<file path="config.mk">
export PLATFORM = sky130hd
export DESIGN_NAME = rf_port_switch_control
export DESIGN_NICKNAME = d
export VERILOG_FILES = /design/src/design/rf_port_switch_pkg.sv /design/src/design/rf_port_switch_control.sv
export SDC_FILE = /design/constraint.sdc
export NUM_CORES = 1
export LEC_CHECK = 0
export BUFFER_PORTS_ARGS = -buffer_cell sky130_fd_sc_hd__buf_4
export CAP_MARGIN = 20
export CORE_ASPECT_RATIO = 1.75
export CORE_MARGIN = 5
export CORE_UTILIZATION = 35
export CTS_CLUSTER_DIAMETER = 80
export CTS_CLUSTER_SIZE = 25
export DETAILED_ROUTE_END_ITERATION = 8
export GPL_ROUTABILITY_DRIVEN = 1
export PLACE_DENSITY = 0.8
export SLEW_MARGIN = 20
export SYNTH_ARGS = -nofsm -noshare
export SYNTH_HDL_FRONTEND = slang
export SYNTH_SLANG_ARGS = --single-unit
</file>
<file path="constraint.sdc">
create_clock -name clk -period 2.08 [get_ports clk]
set_input_delay 0.416 -clock clk [delete_from_list [all_inputs] [get_ports clk]]
set_output_delay 0.416 -clock clk [all_outputs]
set_load 0.01 [all_outputs]
</file>
<file path="src/design/rf_port_switch_pkg.sv">
package rf_port_switch_pkg;

  // Register indices; byte address is four times the index
  localparam logic [7:0]  CTRL_INDEX       = 8'h07;
  localparam logic [7:0]  STATUS_INDEX     = 8'h08;
  localparam logic [11:0] CTRL_ADDR        = {2'h0, CTRL_INDEX, 2'h0};
  localparam logic [11:0] STATUS_ADDR      = {2'h0, STATUS_INDEX, 2'h0};

  // Field positions in the control register
  localparam int          PORT_MODE_BIT    = 12;
  localparam int          POLARITY_BIT     = 13;
  localparam int          OUT_ENABLE_BIT   = 14;

  // Reset values of the fields
  localparam logic        PORT_MODE_RESET  = 1'b0;
  localparam logic        POLARITY_RESET   = 1'b0;
  localparam logic        OUT_ENABLE_RESET = 1'b0;

  // Field values
  localparam logic        MODE_DUAL        = 1'b0;
  localparam logic        MODE_SINGLE      = 1'b1;

  // Radio operation reported by the sequencer, one-hot
  typedef enum logic [5:0] {
    OP_IDLE      = 6'h01,
    OP_CCA       = 6'h02,
    OP_RX        = 6'h04,
    OP_TX        = 6'h08,
    OP_DOZE      = 6'h10,
    OP_HIBERNATE = 6'h20
  } radio_op_type;

  typedef struct packed {
    logic out_enable;
    logic polarity;
    logic port_mode;
  } ctrl_fields_type;

  // Steering of the analog front end
  typedef struct packed {
    logic rx_switch_enable;
    logic shared_pa_enable;
    logic out_pa_enable;
  } rf_path_type;

endpackage : rf_port_switch_pkg

</file>
<file path="src/design/rf_port_switch_control.sv">
// Design decision made here: the APB register port.
`timescale 1ns/1ps
// Summary of operation
// - Single port receive closes the receive switch and keeps the PA off.
// - Single port transmit opens the receive switch and enables the shared PA.
// - Single port with output enabled drives high on transmit, low on receive.
// - The control output is high only during a CCA, receive or transmit.
// - Dual port receive uses the input pair with its PA always off.
// - Dual port transmit enables the separate output pair's PA only.
// - Dual port with output enabled shows transmit versus receive.
// - Port mode at bit 12 resets to dual port; 1 selects single port.
// - Output enable at bit 14 resets to 0 and tri-states the output.
// - Output enable at 1 drives the output from mode, polarity and operation.
// - Polarity at bit 13 acts only in dual port with the output enabled.
// - Polarity at 1 inverts the dual port sense; reset value is 0.
// - Dual port: high on transmit, low on receive; inverted when set.
// - Enabled and idle, dozing or hibernating drives low, else tri-state.
module rf_port_switch_control (
  input  wire logic                                clk,
  input  wire logic                                reset,
  input  wire logic                                psel,
  input  wire logic                                penable,
  input  wire logic                                pwrite,
  input  wire logic [11:0]                         paddr,
  input  wire logic [31:0]                         pwdata,
  input  wire logic [3:0]                          pstrb,
  output logic                                     pready,
  output logic                                     pslverr,
  output logic [31:0]                              prdata,
  input  wire rf_port_switch_pkg::radio_op_type    radio_op,
  output rf_port_switch_pkg::rf_path_type          rf_path,
  output logic                                     frontend_ctrl_out,
  output logic                                     frontend_ctrl_oe_n
);

  rf_port_switch_pkg::ctrl_fields_type ctrl_q;
  rf_port_switch_pkg::rf_path_type     rf_path_d;
  logic                                frontend_level_d;
  logic                                frontend_drive_d;
  logic [31:0]                         prdata_q;
  logic [31:0]                         read_d;
  logic                                hit_ctrl;
  logic                                hit_status;
  logic                                setup_phase;
  logic                                access_phase;

  assign setup_phase  = psel && !penable;
  assign access_phase = psel && penable;
  assign hit_ctrl     = (paddr == rf_port_switch_pkg::CTRL_ADDR);
  assign hit_status   = (paddr == rf_port_switch_pkg::STATUS_ADDR);

  // Zero wait state: read data is captured in the setup cycle
  assign pready  = 1'b1;
  assign pslverr = access_phase && !(hit_ctrl || hit_status);
  assign prdata  = prdata_q;

  // Control fields; only the byte lane holding bits 14:12 matters
  always_ff @(posedge clk) begin
    if (reset) begin
      ctrl_q.port_mode  <= rf_port_switch_pkg::PORT_MODE_RESET;
      ctrl_q.polarity   <= rf_port_switch_pkg::POLARITY_RESET;
      ctrl_q.out_enable <= rf_port_switch_pkg::OUT_ENABLE_RESET;
    end else if (access_phase && pwrite && hit_ctrl && pstrb[1]) begin
      ctrl_q.port_mode  <= pwdata[rf_port_switch_pkg::PORT_MODE_BIT];
      ctrl_q.polarity   <= pwdata[rf_port_switch_pkg::POLARITY_BIT];
      ctrl_q.out_enable <= pwdata[rf_port_switch_pkg::OUT_ENABLE_BIT];
    end
  end

  // Read mux; unused bits read as zero
  always_comb begin
    read_d = 32'h0000_0000;
    if (hit_ctrl) begin
      read_d[rf_port_switch_pkg::PORT_MODE_BIT]  = ctrl_q.port_mode;
      read_d[rf_port_switch_pkg::POLARITY_BIT]   = ctrl_q.polarity;
      read_d[rf_port_switch_pkg::OUT_ENABLE_BIT] = ctrl_q.out_enable;
    end else if (hit_status) begin
      read_d[2:0] = rf_path;
      read_d[3]   = frontend_ctrl_out;
      read_d[4]   = ~frontend_ctrl_oe_n;
      read_d[13:8] = radio_op;
    end
  end

  always_ff @(posedge clk) begin
    if (reset) begin
      prdata_q <= 32'h0000_0000;
    end else if (setup_phase && !pwrite) begin
      prdata_q <= read_d;
    end
  end

  // Switch and PA steering; unknown operation codes fall back to all off
  always_comb begin
    rf_path_d = '0;
    unique case (radio_op)
      rf_port_switch_pkg::OP_CCA,
      rf_port_switch_pkg::OP_RX: begin
        rf_path_d.rx_switch_enable = 1'b1;
      end
      rf_port_switch_pkg::OP_TX: begin
        if (ctrl_q.port_mode == rf_port_switch_pkg::MODE_SINGLE) begin
          rf_path_d.shared_pa_enable = 1'b1;
        end else begin
          rf_path_d.out_pa_enable = 1'b1;
        end
      end
      rf_port_switch_pkg::OP_IDLE,
      rf_port_switch_pkg::OP_DOZE,
      rf_port_switch_pkg::OP_HIBERNATE: begin
        rf_path_d = '0;
      end
      default: begin
        rf_path_d = '0;
      end
    endcase
  end

  // Front-end control level
  always_comb begin
    frontend_drive_d = ctrl_q.out_enable;
    frontend_level_d = 1'b0;
    unique case (radio_op)
      rf_port_switch_pkg::OP_TX: begin
        if (ctrl_q.port_mode == rf_port_switch_pkg::MODE_SINGLE) begin
          frontend_level_d = 1'b1;
        end else begin
          frontend_level_d = ~ctrl_q.polarity;
        end
      end
      rf_port_switch_pkg::OP_CCA,
      rf_port_switch_pkg::OP_RX: begin
        if (ctrl_q.port_mode == rf_port_switch_pkg::MODE_SINGLE) begin
          frontend_level_d = 1'b0;
        end else begin
          frontend_level_d = ctrl_q.polarity;
        end
      end
      rf_port_switch_pkg::OP_IDLE,
      rf_port_switch_pkg::OP_DOZE,
      rf_port_switch_pkg::OP_HIBERNATE: begin
        frontend_level_d = 1'b0;
      end
      default: begin
        frontend_level_d = 1'b0;
      end
    endcase
    // Tri-stated pin carries no level, keeps the output quiet
    if (!frontend_drive_d) begin
      frontend_level_d = 1'b0;
    end
  end

  // Registered so the pins never glitch on decode changes
  always_ff @(posedge clk) begin
    if (reset) begin
      rf_path            <= '0;
      frontend_ctrl_out  <= 1'b0;
      frontend_ctrl_oe_n <= 1'b1;
    end else begin
      rf_path            <= rf_path_d;
      frontend_ctrl_out  <= frontend_level_d;
      frontend_ctrl_oe_n <= ~frontend_drive_d;
    end
  end

endmodule : rf_port_switch_control

</file>
---- After elaboration in Yosys (flattened, before gate mapping) ----
Index checks and enable logic that the tools add are counted.
cells by class
  reductions and logical operators ........ 14
  bitwise logic cells ..................... 4
  muxes and demuxes ....................... 12
  equal/unequal tests ..................... 5
operators with widths
  operator                                                          number
  12-bit by 5-bit == test with 1-bit output, second input constant  1
  12-bit by 6-bit == test with 1-bit output, second input constant  1
  5-bit 2-to-1 mux                                                  2
  1-bit logical AND                                                 7
  6-bit by 2-bit == test with 1-bit output, second input constant   1
  6-bit by 3-bit == test with 1-bit output, second input constant   1
  6-bit by 4-bit == test with 1-bit output, second input constant   1
  1-bit 2-to-1 mux                                                  6
  6-bit 2-to-1 mux                                                  1
  2-bit OR reduction                                                3
  4-bit 2-to-1 mux                                                  1
  1-bit inverter                                                    4
  1-bit zero test                                                   3
  2-bit 2-to-1 mux                                                  1
  1-bit one-hot mux with 2 select lines                             1
  1-bit logical OR                                                  1
word-level totals
  input bits .............................. 59
  logic and storage cells ................. 44
  register bits after elaboration ......... 20
  output and inout port bits .............. 39

---- Longest topological paths before layout ----
Gate-level depths: netlist of run 1.
  depth in word-level cells ............... 4
  depth in mapped cells ................... 5
  depth with buffers taken out ............ 4

---- Worst setup path after synthesis of run 1 ----
No wires, ideal clock.
  path kind ............................... input -> output
  start ................................... input paddr[7]
  end ..................................... output pslverr
  arrival ................................. 1.343 ns
  stages .................................. 3
  buffers on the path ..................... 0
  data required time ...................... 1.664 ns
  path slack .............................. 0.321 ns
  cell sequence ........................... or4_4 -> nor3_2 -> nor3_1
on the way
  longest elaborated chain between the ends .. 4
  elaborated cells between the ends (all ways) .. 5
  classes of those cells .................. eq/ne (2); reduce/logical (3)
RTL lines
  element                                                                                                 line                                                        text
  start: declaration                                                                                      rf_port_switch_control.sv:24                                input wire logic [11:0] paddr,
  12-bit by 5-bit == test with 1-bit output or 12-bit by 6-bit == test with 1-bit output (tied branches)  rf_port_switch_control.sv:49, rf_port_switch_control.sv:50
  1-bit logical OR *                                                                                      rf_port_switch_control.sv:54                                assign pslverr = access_phase && !(hit_ctrl || hit_status);
  1-bit zero test *                                                                                       rf_port_switch_control.sv:54
  1-bit logical AND *                                                                                     rf_port_switch_control.sv:54
  end: declaration                                                                                        rf_port_switch_control.sv:28                                output logic pslverr,
Mark *: on every way between the ends. The rest lies on a longest branch, timed or not.

---- Final worst setup path of run 1 ----
Ends and elaborated chain as after synthesis.

==> results.json, run 1 <==
{
  "syn_avg_cell_area_um2": 9.81,
  "post_route_cells_drive_above_1_share": 0.389,
  "ant_nets": 0,
  "grt_max_degree": 13,
  "coreArea_um2": 2660,
  "synth_fa_ha_area_frac": 0,
  "final_area_um2": 1310,
  "dp_hpwl_um": 1940,
  "dr.pass1.iters": 5,
  "vias": 841,
  "required_ps": 1660,
  "final_common_cell": "buf_4",
  "status": "finished, final reports clean",
  "cts-resized-gates": 0,
  "cts_setup_buffers": 0,
  "fmax_ghz": 0.501,
  "synth-simple-area-share": 0.241,
  "end_kind": "output pin",
  "syn2layout_area_growth_pct": 36.3,
  "post-route-period-util": 0.960,
  "slowest_delay_ps": 570,
  "powerDensity_nw_per_um2": 660,
  "synth_top_family_by_area": "simple AND/OR/NAND/NOR gates",
  "gp_congestion": 0.780,
  "drc_errors": 0,
  "cpLargestDelayFamily": "simple AND/OR/NAND/NOR gates",
  "crit_arrival_ps": 1580,
  "layout_common_cells": "46 x buf_4, 21 x conb_1, 20 x dfxtp_1",
  "port_buffers": 44,
  "nets": 204,
  "yosysTopAreaCell": "dfxtp_1",
  "period_minus_slack_ps": 2000,
  "rows": 25,
  "synthCells": 98,
  "die_y_um": 79.3,
  "fin_cells": 171,
  "rsz0062_at_grt": "no",
  "grt_util_all_layers": 0.125,
  "clock_path_buffers": 2,
  "grt_pass1_wl_um": 3910,
  "holdWs_ps": 344,
  "max_slew_margin": 0.584,
  "grt_pass1_vias": 884,
  "synthXorXnorAreaFrac": 0.00911,
  "dieWidth_um": 49.6,
  "p_leak_nw": 0.629,
  "clock-root-buffer": "clkbuf_8",
  "cp_cell_sequence": "buf_4, or4_4, nor3_4, nor3_1, buf_4",
  "n_antenna_cell": 0,
  "setup_viol": 0,
  "min_path_type": "input port to register",
  "synth_area_um2": 961,
  "wl_um": 2280,
  "clkTransAtPathRegs_ps": 70,
  "hold_violations": 0,
  "maxCapViolations": 0,
  "place_area_um2": 1240,
  "critical_path_class": "input port to output pin",
  "die_area_um2": 3930,
  "worst-slew-pin-transition_ps": 622,
  "hold_buffers": 0,
  "cts_sinks": 20,
  "placed_cells": 167,
  "cts_tree": "built",
  "cp_max_fo": 4,
  "overflow": 0,
  "synth.area.mux_share": 0.0313,
  "maxSlewViolCount": 0,
  "power.total_uw": 864,
  "wire_per_inst_um": 13.3,
  "cp_num_buf_inv": 2,
  "start_util": 0.361,
  "ir_worst_vdd_mv": 0.319,
  "synthTopCellsByArea": "dfxtp_1 42%, buf_4 16%, a22o_1 8.2%",
  "synth_top_area_frac": 0.417,
  "insertion_delay_ps": 260,
  "skew_ps": 3.34,
  "dr.first_iter.drc_count": 18,
  "yosysUniqueCellTypes": 27,
  "synth-compound-area-share": 0.111,
  "cp_common_cell": "buf_4",
  "viasPerCell": 4.92,
  "ys_ff_latch": 20,
  "slowest_stage": "or4_4",
  "io_pins": 98,
  "ys_seq_area_frac": 0.417,
  "setup_tns_ps": 0,
  "cts.htree.levels": 1,
  "antenna_found_initial": 0,
  "numCtsBuffers": 3,
  "startpoint_type": "input port",
  "ys.warnings.count": 0
}
-- cells by family (layout without fill, tap and decap cells) --
kind of cell	count (synthesis)	in the layout
compound gates	13	13
xor+xnor	1	1
buf+inv	24	51
flops	20	20
mux	3	3
other cells	2	21
simple gates	35	35
-- synth_stat cells --
| cell type | instances |
|---|---|
| buf_4 | 21 |
| nand4_1 | 1 |
| nand3_1 | 1 |
| clkbuf_1 | 1 |
| conb_1 | 2 |
| nor3_4 | 1 |
| nor3_2 | 1 |
| or4_4 | 2 |
| nor2_1 | 9 |
| a22o_1 | 9 |
| nand4b_1 | 1 |
| dfxtp_1 | 20 |
| or3b_2 | 1 |
| and3_1 | 2 |
| inv_1 | 1 |
| nand2b_1 | 2 |
| a21oi_1 | 2 |
| nor4_4 | 1 |
| nor3_1 | 4 |
| nor3b_1 | 3 |
| nand2_1 | 4 |
| a221oi_1 | 2 |
| nor4_1 | 1 |
| xnor2_1 | 1 |
| buf_6 | 1 |
| or4b_1 | 1 |
| mux2i_1 | 3 |
-- per-stage QoR --
| step | utilization | setup slack (ps) |
|---|---|---|
| after floorplan | - | 321 |
| after global placement | 0.466 | 108 |
| after detailed placement | 0.466 | 77.5 |
| after CTS | 0.493 | 81.9 |
| after global routing | 0.493 | 17.8 |
| final | 0.493 | 83.8 |
-- layer usage --
layer / share of wire / global-route usage / vias to the layer above
li1: - / - / 396
met2: 0.48 / 0.207 / 59
met4: 0.029 / 0.0787 / 0
met3: 0.12 / 0.0356 / 5
met1: 0.36 / 0.135 / 381
met5: 0 / 0 / -
-- report_power, final --
group          internal [mW]  switching [mW]
registers              0.385         0.00112
clock network          0.257           0.127
logic                 0.0450          0.0493
total                  0.687           0.177
-- final timing paths --
check                                       from                  to  slack (ps)  cells past startpoint
worst min-delay path                 radio_op[3]          rf_path[2]         340                      2
worst min register to register  frontend_drive_d  frontend_ctrl_oe_n         460                      1
worst max register to register         ctrl_q[0]   frontend_ctrl_out        1200                      4
worst max-delay path                    paddr[7]             pslverr          80                      5
-- final cells by class --
type,count,area [um2]
clock inverter,1,30.0
multi-input combinational,73,455
inverter,1,3.75
fill,250,1350
tap,27,33.8
clock buffer,3,41.3
sequential,20,400
timing repair buffer,46,345
-- sequential cells by signal, indices dropped and copies added, names as in the netlist --
register / cells
frontend_ctrl_out: 1
rf_path: 3
frontend_drive_d: 1
prdata: 12
frontend_ctrl_oe_n: 1
ctrl_q: 2
No activity file was read; power rests on OpenSTA's default activity.
==> run 2: changes to the inputs <==
==> constraint.sdc (replaced) <==
create_clock -name clk -period 2.25 [get_ports clk]
set_input_delay 0.45 -clock clk [delete_from_list [all_inputs] [get_ports clk]]
set_output_delay 0.45 -clock clk [all_outputs]
set_load 0.01 [all_outputs]
==> results.json, run 2 (same netlist as run 1, synthesis figures left out) <==
{
  "status": "finished, final reports clean",
  "crit_arrival_ps": 1600,
  "clkTransAtPathRegs_ps": 70,
  "ant_nets": 0,
  "p_leak_nw": 0.624,
  "period_minus_slack_ps": 2050,
  "skew_ps": 1.16,
  "dr.pass1.iters": 4,
  "r2r_slack_ps": 1390,
  "rows": 25,
  "r2r_cells": 4,
  "cts_sinks": 20,
  "maxSlewViolCount": 0,
  "antenna_found_initial": 0,
  "viasPerCell": 4.96,
  "combPwrFrac": 0.108,
  "dr.first_iter.drc_count": 31,
  "reg2reg_from": "ctrl_q[0]",
  "layout_common_cells": "45 x buf_4, 21 x conb_1, 20 x dfxtp_1",
  "gp_congestion": 0.779,
  "cts-resized-gates": 0,
  "clock_path_buffers": 2,
  "grt_util_all_layers": 0.123,
  "wire_per_inst_um": 14.0,
  "largest_reg_flops": 12,
  "drc_errors": 0,
  "switchingPower_uw": 164,
  "syn2layout_area_growth_pct": 35.5,
  "numCtsBuffers": 3,
  "overflow": 0,
  "rsz0062_at_grt": "no",
  "critical_path_class": "input port to output pin",
  "startpoint_type": "input port",
  "ir_worst_vdd_mv": 0.326,
  "layout_setup_ws_ps": 197,
  "final_util": 0.490,
  "cts_setup_buffers": 0,
  "p_clk_frac": 0.444,
  "final-seq-area_um2": 400,
  "n_antenna_cell": 0,
  "hold_depth": 2,
  "hold_buffers": 0,
  "final_common_cell": "buf_4",
  "vias": 843,
  "fmax_ghz": 0.487,
  "required_ps": 1800,
  "post_route_cells_drive_above_1_share": 0.385,
  "place_ws_ps": 190,
  "post-route-period-util": 0.913,
  "dieWidth_um": 49.6,
  "powerDensity_nw_per_um2": 612,
  "insertion_delay_ps": 260,
  "dp_hpwl_um": 2050,
  "grt_pass1_wl_um": 3970,
  "nets": 203,
  "grt_max_degree": 13,
  "io_pins": 98,
  "crit_start": "paddr[7]",
  "fill_cells": 254,
  "p_seq_frac": 0.447,
  "min-delay-start": "radio_op[3]",
  "p_int_uw": 634,
  "coreArea_um2": 2660,
  "multi_input_area_um2": 455,
  "grt_pass1_vias": 932,
  "start_util": 0.361,
  "cp_max_fo": 4,
  "hold_violations": 0,
  "min_path_type": "input port to register",
  "cts.htree.levels": 1,
  "wl_um": 2380,
  "die_y_um": 79.3,
  "setup_viol": 0,
  "maxCapViolations": 0,
  "worst-slew-pin-transition_ps": 593,
  "swShare": 0.205,
  "max_slew_margin": 0.603,
  "port_buffers": 44,
  "setup_tns_ps": 0,
  "end_kind": "output pin",
  "reg2reg_to": "frontend_ctrl_out",
  "clock-root-buffer": "clkbuf_8",
  "hold_end": "rf_path[2]",
  "cts_tree": "built",
  "die_area_um2": 3930
}
-- run 2: cell types whose count changed in the layout (fill, tap and decap cells not counted), sizes merged --
| cell | before | now |
|---|---|---|
| buf | 46 | 45 |
-- run 2: layout make-up --
| cell class | instances | area share |
|---|---|---|
| clock buffer | 3 | 0.0317 |
| clock inverter | 1 | 0.0231 |
| inverter | 1 | 0.00288 |
| multi-input combinational | 73 | 0.350 |
| sequential | 20 | 0.307 |
| tap | 27 | 0.0259 |
| timing repair buffer | 45 | 0.259 |
-- run 2: power by group through the flow --
stage	combinational, mW	sequential, mW	clock, mW
2_1_floorplan	0.0630	0.366	0
3_3_place_gp	0.0835	0.365	0
3_5_place_dp	0.0852	0.365	0
4_1_cts	0.0854	0.357	0.360
5_1_grt	0.0944	0.357	0.380
6_report	0.0863	0.357	0.354
-- run 2: worst max-delay path: stages --
cell and delay, ps:
buf_4 110, or4_4 580, nor3_4 260, nor3_1 70
buf_4 140
-- run 2: worst max-delay path by stage --
stage               endpoint  slack [ps]
floorplan            pslverr         420
global placement     pslverr         210
detailed placement   pslverr         190
CTS                  pslverr         190
global route         pslverr         130
finish               pslverr         200
-- run 2: routing by layer --
layer,wire [um],vias to the layer above,part of all wire,track usage
li1,-,393,-,-
met5,0,-,0,0
met1,792,380,0.33,0.120
met3,312,6,0.13,0.0300
met4,52,0,0.022,0.0604
met2,1220,64,0.51,0.232
-- run 2: stage by stage --
stage	instances	total power [mW]	area (um2)	hold WS, ps
detailed placement	166	0.450	1230	444
finish	170	0.797	1300	379
global placement	166	0.449	1230	426
CTS	170	0.802	1300	374
global route	170	0.831	1300	375
floorplan	117	0.429	1030	396
